[src/hdl/isasc_pkg.sv]
package isasc_pkg;
    localparam logic [7:0]  SHORT_TIMER_COMPARE_ADDR = 8'h23;
    localparam logic [7:0]  INTERRUPT_STATUS_ADDR    = 8'h24;
    localparam logic [15:0] SHORT_COMPARE_RESET      = 16'hFFFF;
    localparam logic [15:0] STATUS_RESET             = 16'h0000;
    localparam int          TIMER_W                  = 24;
    localparam int          SHORT_W                  = 16;
    localparam int          BIT_PLL_LOCK             = 15;
    localparam int          BIT_RAM_OR_TXDONE        = 14;
    localparam int          BIT_ARB_OR_RXDONE        = 13;
    localparam int          BIT_STREAM_DATA_ERR      = 12;
    localparam int          BIT_RESERVED             = 11;
    localparam int          BIT_SECOND_COMPARE       = 2;
    localparam logic [15:0] IMPLEMENTED_BITS         = 16'hF004;
endpackage

[src/hdl/isasc_sticky.sv]
`timescale 1ns/100ps
module isasc_sticky (
    input  wire logic i_clk,
    input  wire logic i_rst,
    input  wire logic i_set,
    input  wire logic i_clear,
    output logic      o_flag
);
    // Set wins over a clear in the same cycle so no event is lost
    always_ff @(posedge i_clk) begin
        if (i_rst) begin
            o_flag <= 1'b0;
        end else if (i_set) begin
            o_flag <= 1'b1;
        end else if (i_clear) begin
            o_flag <= 1'b0;
        end
    end
endmodule

[src/hdl/isasc_top.sv]
`timescale 1ns/100ps
// Summary of operation
// - In stream mode the 16-bit short compare replaces the 24-bit second compare.
// - Short compare match interrupts only when second compare mask is one, via flag bit.
// - Short value compared with low 16 timer bits; resets to all ones.
// - Reading interrupt status clears every bit whose event is absent that cycle; the interrupt line then follows the bits left.
// - Stream mode: bit 14 flags stream transmit done and back to idle.
// - Packet mode: bit 13 flags packet RAM access during active packet traffic.
// - Stream mode: bit 13 flags stream receive done and back to idle.
// - Stream receive: bit 12 set when new word arrives before previous read.
// - Stream transmit: bit 12 set when word finishes before next one written.
// - Bit 2 sets on enabled full second compare match or enabled short match.
module isasc_top (
    input  wire logic        I_CLK,
    input  wire logic        I_RST,
    input  wire logic        I_REG_WR,
    input  wire logic        I_REG_RD,
    input  wire logic [7:0]  I_REG_ADDR,
    input  wire logic [15:0] I_REG_WDATA,
    output logic      [15:0] O_REG_RDATA,
    input  wire logic        I_STREAM_MODE,
    input  wire logic        I_TIMER_TRIG_EN,
    input  wire logic        I_SECOND_COMPARE_DISABLE,
    input  wire logic [23:0] I_EVENT_TIMER,
    input  wire logic [23:0] I_SECOND_COMPARE_FULL,
    input  wire logic [15:0] I_INT_MASK,
    input  wire logic        I_PLL_UNLOCKED,
    input  wire logic        I_RAM_ADDR_OVERRUN,
    input  wire logic        I_RAM_ARBITER_BUSY,
    input  wire logic        I_STREAM_TX_DONE,
    input  wire logic        I_STREAM_RX_DONE,
    input  wire logic        I_STREAM_RX_NEW_WORD,
    input  wire logic        I_STREAM_RX_WORD_READ,
    input  wire logic        I_STREAM_TX_WORD_DONE,
    input  wire logic        I_STREAM_TX_WORD_WRITTEN,
    output logic             O_TIMER_TRIGGER,
    output logic             O_ABORT_ACTIVE,
    output logic             O_IRQ_N
);
    logic [15:0] short_compare_value;
    logic [15:0] status;
    logic        status_read;
    logic        second_compare_full_hit;
    logic        short_hit;
    logic        compare_hit;
    logic        rx_word_pending;
    logic        tx_word_pending;
    logic        rx_overrun;
    logic        tx_underrun;
    logic        next_trigger;
    logic [15:0] set_vec;
    logic        next_irq;
    logic        hit_d;

    assign status_read = I_REG_RD && (I_REG_ADDR == isasc_pkg::INTERRUPT_STATUS_ADDR);

    always_ff @(posedge I_CLK) begin
        if (I_RST) begin
            short_compare_value <= isasc_pkg::SHORT_COMPARE_RESET;
        end else if (I_REG_WR && I_REG_ADDR == isasc_pkg::SHORT_TIMER_COMPARE_ADDR) begin
            short_compare_value <= I_REG_WDATA;
        end
    end

    always_ff @(posedge I_CLK) begin
        if (I_RST) begin
            O_REG_RDATA <= 16'h0000;
        end else if (I_REG_RD) begin
            case (I_REG_ADDR)
                isasc_pkg::SHORT_TIMER_COMPARE_ADDR: O_REG_RDATA <= short_compare_value;
                isasc_pkg::INTERRUPT_STATUS_ADDR:    O_REG_RDATA <= status;
                default:                             O_REG_RDATA <= 16'h0000;
            endcase
        end
    end

    // Compare stays active only with the disable at zero, as the host is expected to leave it
    assign second_compare_full_hit = !I_STREAM_MODE && !I_SECOND_COMPARE_DISABLE
                                     && (I_EVENT_TIMER == I_SECOND_COMPARE_FULL);
    assign short_hit = I_STREAM_MODE && !I_SECOND_COMPARE_DISABLE
                       && (I_EVENT_TIMER[15:0] == short_compare_value);
    assign compare_hit = second_compare_full_hit || short_hit;

    // Timer holds one value for many clocks, so only the first matching cycle counts
    always_ff @(posedge I_CLK) begin
        if (I_RST) begin
            hit_d <= 1'b0;
        end else begin
            hit_d <= compare_hit;
        end
    end

    assign next_trigger = compare_hit && !hit_d && I_TIMER_TRIG_EN;

    always_ff @(posedge I_CLK) begin
        if (I_RST) begin
            O_TIMER_TRIGGER <= 1'b0;
        end else begin
            O_TIMER_TRIGGER <= next_trigger;
        end
    end

    always_ff @(posedge I_CLK) begin
        if (I_RST) begin
            rx_word_pending <= 1'b0;
        end else if (I_STREAM_RX_NEW_WORD) begin
            rx_word_pending <= 1'b1;
        end else if (I_STREAM_RX_WORD_READ) begin
            rx_word_pending <= 1'b0;
        end
    end

    always_ff @(posedge I_CLK) begin
        if (I_RST) begin
            tx_word_pending <= 1'b1;
        end else if (I_STREAM_TX_WORD_WRITTEN) begin
            tx_word_pending <= 1'b1;
        end else if (I_STREAM_TX_WORD_DONE) begin
            tx_word_pending <= 1'b0;
        end
    end

    assign rx_overrun  = I_STREAM_MODE && I_STREAM_RX_NEW_WORD && rx_word_pending
                         && !I_STREAM_RX_WORD_READ;
    assign tx_underrun = I_STREAM_MODE && I_STREAM_TX_WORD_DONE && !tx_word_pending
                         && !I_STREAM_TX_WORD_WRITTEN;

    always_comb begin
        set_vec = 16'h0000;
        set_vec[isasc_pkg::BIT_PLL_LOCK] = I_PLL_UNLOCKED;
        set_vec[isasc_pkg::BIT_RAM_OR_TXDONE] = I_STREAM_MODE ? I_STREAM_TX_DONE
                                                              : I_RAM_ADDR_OVERRUN;
        set_vec[isasc_pkg::BIT_ARB_OR_RXDONE] = I_STREAM_MODE ? I_STREAM_RX_DONE
                                                              : I_RAM_ARBITER_BUSY;
        set_vec[isasc_pkg::BIT_STREAM_DATA_ERR] = rx_overrun || tx_underrun;
        set_vec[isasc_pkg::BIT_SECOND_COMPARE] = compare_hit && !hit_d;
    end

    // Reserved and out-of-scope positions keep their reset value forever
    genvar g;
    generate
        for (g = 0; g < 16; g++) begin : g_bit
            if (isasc_pkg::IMPLEMENTED_BITS[g]) begin : g_on
                isasc_sticky u_flag (
                    .i_clk   (I_CLK),
                    .i_rst   (I_RST),
                    .i_set   (set_vec[g]),
                    .i_clear (status_read),
                    .o_flag  (status[g])
                );
            end else begin : g_off
                assign status[g] = isasc_pkg::STATUS_RESET[g];
            end
        end
    endgenerate

    assign next_irq = |(status & I_INT_MASK);

    always_ff @(posedge I_CLK) begin
        if (I_RST) begin
            O_IRQ_N        <= 1'b1;
            O_ABORT_ACTIVE <= 1'b0;
        end else begin
            O_IRQ_N        <= !next_irq;
            O_ABORT_ACTIVE <= status[isasc_pkg::BIT_PLL_LOCK];
        end
    end

    property p_reset_compare;
        @(posedge I_CLK) $fell(I_RST) |-> short_compare_value == 16'hFFFF;
    endproperty
    a_reset_compare: assert property (p_reset_compare) else $error("short compare not all ones after reset");

    property p_short_only_stream;
        @(posedge I_CLK) disable iff (I_RST)
            (!I_STREAM_MODE && I_EVENT_TIMER != I_SECOND_COMPARE_FULL) |=> !O_TIMER_TRIGGER;
    endproperty
    a_short_only_stream: assert property (p_short_only_stream) else $error("short match outside stream mode");

    property p_trigger;
        @(posedge I_CLK) disable iff (I_RST)
            (I_STREAM_MODE && !I_SECOND_COMPARE_DISABLE && I_TIMER_TRIG_EN && !hit_d
             && I_EVENT_TIMER[15:0] == short_compare_value) |=> O_TIMER_TRIGGER;
    endproperty
    a_trigger: assert property (p_trigger) else $error("short match gave no trigger");

    property p_flag2;
        @(posedge I_CLK) disable iff (I_RST) (compare_hit && !hit_d) |=> status[2];
    endproperty
    a_flag2: assert property (p_flag2) else $error("compare match not flagged");

    property p_irq_mask;
        @(posedge I_CLK) disable iff (I_RST)
            (status[2] && I_INT_MASK[2]) |=> !O_IRQ_N;
    endproperty
    a_irq_mask: assert property (p_irq_mask) else $error("masked flag gave no interrupt");

    property p_read_clears;
        @(posedge I_CLK) disable iff (I_RST) (status_read && set_vec == 16'h0000) |=> status == 16'h0000;
    endproperty
    a_read_clears: assert property (p_read_clears) else $error("status read did not clear");

    property p_release;
        @(posedge I_CLK) disable iff (I_RST)
            (status_read && set_vec == 16'h0000) |=> ##1 O_IRQ_N;
    endproperty
    a_release: assert property (p_release) else $error("interrupt not released after read");

    property p_hold;
        @(posedge I_CLK) disable iff (I_RST) (status[15] && !status_read) |=> status[15];
    endproperty
    a_hold: assert property (p_hold) else $error("latched flag lost without read");

    property p_abort;
        @(posedge I_CLK) disable iff (I_RST) status[15] |=> O_ABORT_ACTIVE;
    endproperty
    a_abort: assert property (p_abort) else $error("no abort while unlock flagged");

    property p_reserved;
        @(posedge I_CLK) status[11] == 1'b0;
    endproperty
    a_reserved: assert property (p_reserved) else $error("reserved bit set");

    property p_mux14;
        @(posedge I_CLK) disable iff (I_RST)
            (I_STREAM_MODE && I_STREAM_TX_DONE) || (!I_STREAM_MODE && I_RAM_ADDR_OVERRUN) |=> status[14];
    endproperty
    a_mux14: assert property (p_mux14) else $error("bit 14 event missed");

    property p_rxerr;
        @(posedge I_CLK) disable iff (I_RST) rx_overrun |=> status[12];
    endproperty
    a_rxerr: assert property (p_rxerr) else $error("stream overrun not flagged");

    property p_reset_out;
        @(posedge I_CLK) $fell(I_RST) |-> O_IRQ_N && !O_TIMER_TRIGGER && !O_ABORT_ACTIVE
                                          && status == isasc_pkg::STATUS_RESET;
    endproperty
    a_reset_out: assert property (p_reset_out) else $error("outputs not idle after reset");

    property p_irq_follows;
        @(posedge I_CLK) disable iff (I_RST) (|(status & I_INT_MASK)) |=> !O_IRQ_N;
    endproperty
    a_irq_follows: assert property (p_irq_follows) else $error("masked status gave no interrupt");

    property p_irq_idle;
        @(posedge I_CLK) disable iff (I_RST) ((status & I_INT_MASK) == 16'h0000) |=> O_IRQ_N;
    endproperty
    a_irq_idle: assert property (p_irq_idle) else $error("interrupt without masked status");

    property p_trig_enable;
        @(posedge I_CLK) disable iff (I_RST) !I_TIMER_TRIG_EN |=> !O_TIMER_TRIGGER;
    endproperty
    a_trig_enable: assert property (p_trig_enable) else $error("trigger while trigger disabled");

    property p_trig_disable;
        @(posedge I_CLK) disable iff (I_RST)
            I_SECOND_COMPARE_DISABLE |=> !O_TIMER_TRIGGER && !$rose(status[isasc_pkg::BIT_SECOND_COMPARE]);
    endproperty
    a_trig_disable: assert property (p_trig_disable) else $error("compare acted while disabled");

    property p_trig_once;
        @(posedge I_CLK) disable iff (I_RST) O_TIMER_TRIGGER |=> !O_TIMER_TRIGGER;
    endproperty
    a_trig_once: assert property (p_trig_once) else $error("trigger longer than one cycle");

    property p_pll_set;
        @(posedge I_CLK) disable iff (I_RST) I_PLL_UNLOCKED |=> status[isasc_pkg::BIT_PLL_LOCK];
    endproperty
    a_pll_set: assert property (p_pll_set) else $error("unlock not flagged");

    property p_abort_off;
        @(posedge I_CLK) disable iff (I_RST) !status[isasc_pkg::BIT_PLL_LOCK] |=> !O_ABORT_ACTIVE;
    endproperty
    a_abort_off: assert property (p_abort_off) else $error("abort without unlock flag");

    property p_txerr;
        @(posedge I_CLK) disable iff (I_RST) tx_underrun |=> status[isasc_pkg::BIT_STREAM_DATA_ERR];
    endproperty
    a_txerr: assert property (p_txerr) else $error("stream underrun not flagged");

    property p_arb;
        @(posedge I_CLK) disable iff (I_RST)
            (!I_STREAM_MODE && I_RAM_ARBITER_BUSY) |=> status[isasc_pkg::BIT_ARB_OR_RXDONE];
    endproperty
    a_arb: assert property (p_arb) else $error("arbiter error missed");

    property p_rxdone;
        @(posedge I_CLK) disable iff (I_RST)
            (I_STREAM_MODE && I_STREAM_RX_DONE) |=> status[isasc_pkg::BIT_ARB_OR_RXDONE];
    endproperty
    a_rxdone: assert property (p_rxdone) else $error("stream receive done missed");

    property p_ramerr;
        @(posedge I_CLK) disable iff (I_RST)
            (!I_STREAM_MODE && I_RAM_ADDR_OVERRUN) |=> status[isasc_pkg::BIT_RAM_OR_TXDONE];
    endproperty
    a_ramerr: assert property (p_ramerr) else $error("packet memory overrun missed");

    property p_mux_quiet;
        @(posedge I_CLK) disable iff (I_RST)
            (!I_STREAM_MODE && !I_RAM_ADDR_OVERRUN && !status[isasc_pkg::BIT_RAM_OR_TXDONE])
            |=> !status[isasc_pkg::BIT_RAM_OR_TXDONE];
    endproperty
    a_mux_quiet: assert property (p_mux_quiet) else $error("bit 14 set by wrong event");

    property p_err_hold;
        @(posedge I_CLK) disable iff (I_RST)
            (status[isasc_pkg::BIT_STREAM_DATA_ERR] && !status_read) |=> status[isasc_pkg::BIT_STREAM_DATA_ERR];
    endproperty
    a_err_hold: assert property (p_err_hold) else $error("data error flag lost without read");
endmodule

[config.mk]
export PLATFORM = sky130hd
export DESIGN_NAME = isasc_top
export DESIGN_NICKNAME = d
export VERILOG_FILES = /design/src/hdl/isasc_pkg.sv /design/src/hdl/isasc_sticky.sv /design/src/hdl/isasc_top.sv
export SDC_FILE = /design/constraint.sdc
export NUM_CORES = 1
export LEC_CHECK = 0
export BUFFER_PORTS_ARGS = -buffer_cell sky130_fd_sc_hd__clkbuf_2
export CAP_MARGIN = 20
export CORE_MARGIN = 2
export CORE_UTILIZATION = 46
export CTS_BUF_LIST = sky130_fd_sc_hd__clkbuf_16
export DETAILED_ROUTE_END_ITERATION = 10
export PLACE_DENSITY = 0.84
export SLEW_MARGIN = 0
export SYNTH_ARGS = -nofsm -noshare
export SYNTH_HDL_FRONTEND = slang
export SYNTH_SLANG_ARGS = --single-unit
[constraint.sdc]
create_clock -name I_CLK -period 3.1 [get_ports I_CLK]
set_input_delay 0.775 -clock I_CLK [delete_from_list [all_inputs] [get_ports I_CLK]]
set_output_delay 0.775 -clock I_CLK [all_outputs]
set_load 0.02 [all_outputs]
==> results of run 1 <==
## kinds of logic (layout without fill, tap and decap cells)
kind of cell    Yosys count  after routing  synth area share
simple gates             69             69             0.188
mux                       2              2           0.00975
buf+inv                  15            125            0.0366
compound gates           46             46             0.176
xor+xnor                 40             40             0.171
flops                    43             43             0.419
## registers in the layout, summed over array words and instances (netlist names)
register and cells:
O_REG_RDATA 16, short_compare_value 16, g_bit.g_on.u_flag.o_flag 5, O_ABORT_ACTIVE 1, O_IRQ_N 1, O_TIMER_TRIGGER 1, hit_d 1, rx_word_pending 1
tx_word_pending 1
## metrics by stage
step / std cells / setup slack (ns) / area (um2) / utilization
2_1_floorplan: 215 / 0.742 / 2050 / -
3_3_place_gp: 369 / 0.512 / 2630 / 0.608
3_5_place_dp: 369 / 0.474 / 2630 / 0.608
4_1_cts: 377 / 0.765 / 2800 / 0.647
5_1_grt: 377 / 0.584 / 2800 / 0.647
6_report: 377 / 0.750 / 2800 / 0.647
## power by group
group          leakage [nW]  internal, W  switching [W]
logic                 0.876    0.0000788      0.0000748
clock network        0.0838     0.000380       0.000221
registers             0.349     0.000560     0.00000573
## worst register-to-register path, delay by kind of cell, from the launching register on
kind / cells / cell delay (ns)
simple gates: 3 / 0.56
flops: 1 / 0.33
compound gates: 1 / 0.26
xor+xnor: 1 / 0.22
## worst max-delay path by stage
stage                   from                       to  slack, ns  cells after the start
2_1_floorplan  I_REG_ADDR[4]   short_compare_value[0]       0.74                      5
3_3_place_gp   I_REG_ADDR[4]   short_compare_value[8]       0.51                      6
3_5_place_dp   I_REG_ADDR[4]  short_compare_value[15]       0.47                      6
4_1_cts        I_REG_ADDR[4]  short_compare_value[15]       0.77                      6
5_1_grt        I_REG_ADDR[4]          O_REG_RDATA[15]       0.58                      6
6_report       I_REG_ADDR[4]   short_compare_value[0]       0.75                      6
## layout make-up
type | instances | area, um2 | share of cell area
multi-input cells | 157 | 1120 | 0.399
flip-flops and latches | 43 | 861 | 0.308
repair buffers | 113 | 571 | 0.204
clock buffers | 5 | 125 | 0.0447
well taps | 52 | 65.1 | 0.0233
clock inverters | 3 | 43.8 | 0.0157
inverters | 4 | 15.0 | 0.00537
## layer usage
metal  up-vias  wire length, um
met1       964             2490
li1       1002                -
met2       100             2840
met4         0               53
met5         -                0
met3         5              489
## cell usage in the layout (no fill, tap or decap)
cell type  synthesis  layout
or3_1              1       1
nor2b_1            2       2
and2_1             1       1
nand2_1            5       5
a222oi_1           6       6
a22oi_1           12      12
mux2i_1            2       2
o21ai_0            3       3
a21oi_1            5       5
dfxtp_1           43      43
or4b_4             1       1
nor3b_1            1       1
and3_1            18      18
clkinv_2           0       1
a211o_1           16      16
xor2_1            13      13
clkinv_4           0       1
nand3_1            2       2
and4_1             1       1
clkbuf_16          0       5
nor4_4             1       1
xnor2_1           27      27
nand2_2            1       1
nand4_1            7       7
nor2_1            21      21
nor4_1             3       3
bufinv_16          0       1
a21o_1             1       1
inv_1              4       4
a211oi_1           2       2
nor3_1             4       4
clkbuf_2           0     111
buf_4              1       2
a32oi_1            1       1
==> results.toml, run 1 <==
[status]
status = "completed"

[finish]
areaGrowthSynthToFinish_pct = 36.3
nets = 428
nFillCells = 397
antenna_cells = 0
drive_gt1_frac = 0.382

[logic_synthesis]
synthTopCellsByCount = "43 x dfxtp_1, 27 x xnor2_1, 21 x nor2_1"
synth.most_common_cell = "dfxtp_1"
syn-instance-count = 215
synthArstFlopShare = 0
yosys.area.top_type = "dfxtp_1"
synth-edff-count = 0
synth_nets = 319
synth_top_cells_by_area = "dfxtp_1 42%, xnor2_1 12%, a211o_1 6.8%, xor2_1 5.5%, and3_1 5.5%"
ys_seq_elements = 43
synth_area_um2 = 2050
synth.distinct_cells = 31
syn_area_per_cell_um2 = 9.55
yosysSeqAreaShare = 0.419
netlist.area_leader.share = 0.419
synth_flop_cell = "dfxtp_1"
yosys_warnings = 0

[timing]
finalSetupTns_ns = 0
fmax_ghz = 0.426
worst_pin_slew_ns = 0.676
relSlewSlack = 0.549
rsz0062_at_grt = "no"
final-setup-viol-count = 0
fin_crit_sh = 0.758
hold_ws_ns = 0.482
drv_slew = 0
period_needed_ns = 2.35
hold_viol = 0
finClkSkew_ns = 0.00467

[die]
die_h_um = 70.8
die_x_um = 70.8
dieArea_um2 = 5010
rows = 24
ios = 123
initial_core_util = 0.475
core_um2 = 4320

[detailed_routing]
wire_per_inst_um = 15.6
drt_pass1_iterations = 6
finalWirelength_um = 5880
vias_per_cell = 5.49
drtIter0Drc = 154
remaining_drc_errors = 0
drt.antenna.violating_nets = 0
dr_total_vias = 2071

[cts]
postCtsSetupBuffers = 0
cts_hold_buf = 0
numCtsBuffers = 5
clkSinkCount = 43
cts_buffer_depth = 2
cts_tree = "yes"
cts_root_buffer = "clkbuf_16"
cts_resized = 0
cts.htree.levels = 2
clk_pin_slew_worst_paths_ns = 0.06
clock_latency_ns = 0.29

[setup_path]
rrSetupSlack_ns = 1.64
worstPathRequired_ns = 3.27
rr_startpoint = "short_compare_value[11]"
slowest_delay_ns = 0.55
crit_slowest_cell = "or4b_4"
critPathKind = "input port to register"
crit_buf_inv = 2
cp_max_fo = 17
reg2reg_to = "hit_d"
cp_top_family = "simple AND/OR/NAND/NOR gates"
cp-start-kind = "input port"
r2r_cells = 5
worstPathCellList = "clkbuf_2 -> or4b_4 -> nor4_4 -> buf_4 -> nand2_2 -> a211o_1"
crit_arrival_ns = 2.52
critPathCaptureType = "register"

[global_route]
use_met1 = 0.299
grt_busiest_layer = "met2"
antenna_found_initial = 0
grt_max_degree = 26
global_route.usage.total = 0.233
grt_pass1_wl_um = 9200
first_global_vias = 1975
grtUsageMet2 = 0.386
use_met3 = 0.0655
grt-ovfl-total = 0

[power_and_ir_drop]
p_leak_nw = 1.31
powerDensity_nw_per_um2 = 472
finalPower_w = 0.00132
vdd_drop_max_mv = 0.374

[placed_design]
place.gp.congestion = 0.790
io_buffers = 111
hpwl_um = 4460

[hold_path]
min_path_type = "register to register"
min_from = "rx_word_pending"
whs_endpoint = "rx_word_pending"
hold-path-cell-count = 2

[flow_run]
maxCapViolations = 0
Power figures use the tool's default switching activity.
==> inputs of run 2 (changes only) <==
--- a/config.mk
+++ b/config.mk
@@ -5,13 +5,14 @@
 export SDC_FILE = /design/constraint.sdc
 export NUM_CORES = 1
 export LEC_CHECK = 0
+export ABC_AREA = 1
 export BUFFER_PORTS_ARGS = -buffer_cell sky130_fd_sc_hd__clkbuf_2
 export CAP_MARGIN = 20
 export CORE_MARGIN = 2
-export CORE_UTILIZATION = 46
+export CORE_UTILIZATION = 41
 export CTS_BUF_LIST = sky130_fd_sc_hd__clkbuf_16
 export DETAILED_ROUTE_END_ITERATION = 10
-export PLACE_DENSITY = 0.84
+export PLACE_DENSITY = 0.77
 export SLEW_MARGIN = 0
 export SYNTH_ARGS = -nofsm -noshare
 export SYNTH_HDL_FRONTEND = slang
==> constraint.sdc (replaced) <==
create_clock -name I_CLK -period 1.99 [get_ports I_CLK]
set_input_delay 0.4975 -clock I_CLK [delete_from_list [all_inputs] [get_ports I_CLK]]
set_output_delay 0.4975 -clock I_CLK [all_outputs]
set_load 0.02 [all_outputs]
==> run 2 against run 1 <==
- final cell count up 50%
- global-route usage down 4.1 points
- sequential share of layout area down 3.1 points
- highest routed layer unchanged
- hold slack worse by 0.064 ns
- synthesized area up 14%
- via count up 26%
- sequential power up 59%
- clock power up 29%
- critical path type is now register to register
- critical path depth up 4
- final area up 11%
- combinational power up 97%
==> results.toml, run 2 <==
[detailed_routing]
drt_pass1_iterations = 4
remaining_drc_errors = 0
drt.antenna.violating_nets = 0
dr_total_vias = 2604
vias_per_cell = 4.59
wire_per_inst_um = 10.6
finalWirelength_um = 6000
drtIter0Drc = 115

[power_and_ir_drop]
vdd_drop_max_mv = 0.346
finalPower_w = 0.00198
powerDensity_nw_per_um2 = 637
p_leak_nw = 1.82

[setup_path]
crit_slowest_cell = "dfxtp_1"
worstPathCellList = "inv_1 -> nand2_1 -> nand2_1 -> nor2_1 -> nand2_1 -> nor2_1 -> nand2_1 -> a21oi_2 -> nand3_2 -> nor2_2"
critPathKind = "register to register"
critical_path.most_common_cell = "nand2_1"
worstPathRequired_ns = 2.21
cp-start-kind = "register"
slowest_delay_ns = 0.35
cp_max_fo = 3
crit_arrival_ns = 1.55
critPathCaptureType = "register"

[finish]
nets = 598
final_cells = 567
fin_area_um2 = 3110
final_cell_mix = "135 x nand2_1, 111 x clkbuf_2, 57 x inv_1, 43 x dfxtp_1, 36 x nor2_1"
drive_gt1_frac = 0.273
top_regs = "O_REG_RDATA: 16 flops, short_compare_value: 16 flops, g_bit.g_on.u_flag.o_flag: 5 flops"
final_common_cell = "nand2_1"
areaGrowthSynthToFinish_pct = 32.3
antenna_cells = 0
nFillCells = 557

[logic_synthesis]
syn-instance-count = 383
synth_nets = 487
synthAdderAreaFrac = 0
yosys.area_share.simple = 0.319
synth.most_common_cell = "nand2_1"
synth-xor-area-share = 0.0373
synth-edff-count = 0
synth_mux_area_frac = 0
synth.distinct_cells = 26
yosys_warnings = 0
synth_top_cells_by_area = "dfxtp_1 37%, nand2_1 22%, inv_1 9.1%, o21ai_0 6.4%, a21oi_1 6.2%"
synthTopCellsByCount = "135 x nand2_1, 57 x inv_1, 43 x dfxtp_1"
syn_area_per_cell_um2 = 6.14
netlist.area_leader.share = 0.366
synth_top_family_by_area = "simple AND/OR/NAND/NOR gates"
synth_flop_cell = "dfxtp_1"
synth-compound-area-share = 0.155
synthArstFlopShare = 0
yosysSeqAreaShare = 0.366
synth_area_um2 = 2350
yosys.area.top_type = "dfxtp_1"
ys_seq_elements = 43

[cts]
cts_buffer_depth = 2
clkSinkCount = 43
numCtsBuffers = 5
postCtsSetupBuffers = 0
cts_tree = "yes"
cts_hold_buf = 0
clk_pin_slew_worst_paths_ns = 0.06
clock_latency_ns = 0.28
cts_resized = 0
cts_root_buffer = "clkbuf_16"
cts.htree.levels = 2

[die]
dieArea_um2 = 6350
die_h_um = 79.7
rows = 27
initial_core_util = 0.427
ios = 123
core_um2 = 5510
die_x_um = 79.7

[global_route]
grt-ovfl-total = 0
grt_pass1_wl_um = 9700
first_global_vias = 2325
grt_max_degree = 27
global_route.usage.total = 0.191
antenna_found_initial = 0

[timing]
fin_crit_sh = 0.671
drv_slew = 0
worst_pin_slew_ns = 0.547
relSlewSlack = 0.635
hold_viol = 0
rsz0062_at_grt = "no"
finClkSkew_ns = 0.00669
period_needed_ns = 1.34
fmax_ghz = 0.749
final-setup-viol-count = 0
hold_ws_ns = 0.419
finalSetupTns_ns = 0

[placed_design]
place.gp.congestion = 0.812
hpwl_um = 4870
dp.cells = 559
io_buffers = 111
dpl_cell_area_um2 = 2970

[flow_run]
maxCapViolations = 0

[status]
status = "completed"

[hold_path]
min_path_type = "input port to register"
==> run 2: cell types whose count changed after synthesis, sizes merged, moves of 18 or more <==
cell and change:
a21oi +25, and3 -18, nor2 +18, nand2 +130, o21ai +28, inv +57
xnor2 -27
==> run 2: final timing paths <==
| kind | endpoint | depth (start not counted) | startpoint | slack, ns |
|---|---|---|---|---|
| max | O_TIMER_TRIGGER | 10 | short_compare_value[7] | 0.65 |
| min reg2reg | tx_word_pending | 2 | tx_word_pending | 0.48 |
| min | tx_word_pending | 3 | I_STREAM_TX_WORD_WRITTEN | 0.42 |
| max reg2reg | O_TIMER_TRIGGER | 10 | short_compare_value[7] | 0.65 |
==> run 2: area by class of cell <==
type,instances,area (um2),area share
clock buffers,5,125,0.0403
clock inverters,3,15.0,0.00483
inverters,61,229,0.0737
multi-input cells,268,1200,0.387
flip-flops and latches,43,861,0.277
well taps,72,90.1,0.0290
repair buffers,115,586,0.188
==> run 2: worst max-delay path: cells and delay by family (launching register included) <==
kind | cells | cell delay (ns)
buffers and inverters | 1 | 0.07
and+or+nand+nor | 8 | 0.70
DFF | 1 | 0.35
AOI/OAI and AO/OA | 1 | 0.16
==> run 2: through the flow <==
step	util	setup WS, ns
floorplan	-	0.653
global placement	0.539	0.438
detailed placement	0.539	0.403
CTS	0.564	0.643
global route	0.564	0.475
finish	0.564	0.654
==> run 2: routing by layer <==
layer	track usage	up-vias	part of all wire
met3	0.0305	2	0.072
met4	0.0569	0	0.0073
met2	0.340	83	0.48
li1	-	1394	-
met5	0	-	0
met1	0.236	1125	0.44
==> run 2: report_power, final <==
group | total (W) | internal, W | leakage (nW) | switching [W]
Sequential | 0.000900 | 0.000886 | 0.351 | 0.0000135
Combinational | 0.000304 | 0.000138 | 1.40 | 0.000166
Clock | 0.000776 | 0.000458 | 0.0733 | 0.000318
Total | 0.00198 | 0.00148 | 1.82 | 0.000497
==> run 2: logic make-up after synthesis <==
group | after synthesis
simple gates | 189
compound gates | 69
xor+xnor | 10
buf+inv | 72
flops | 43
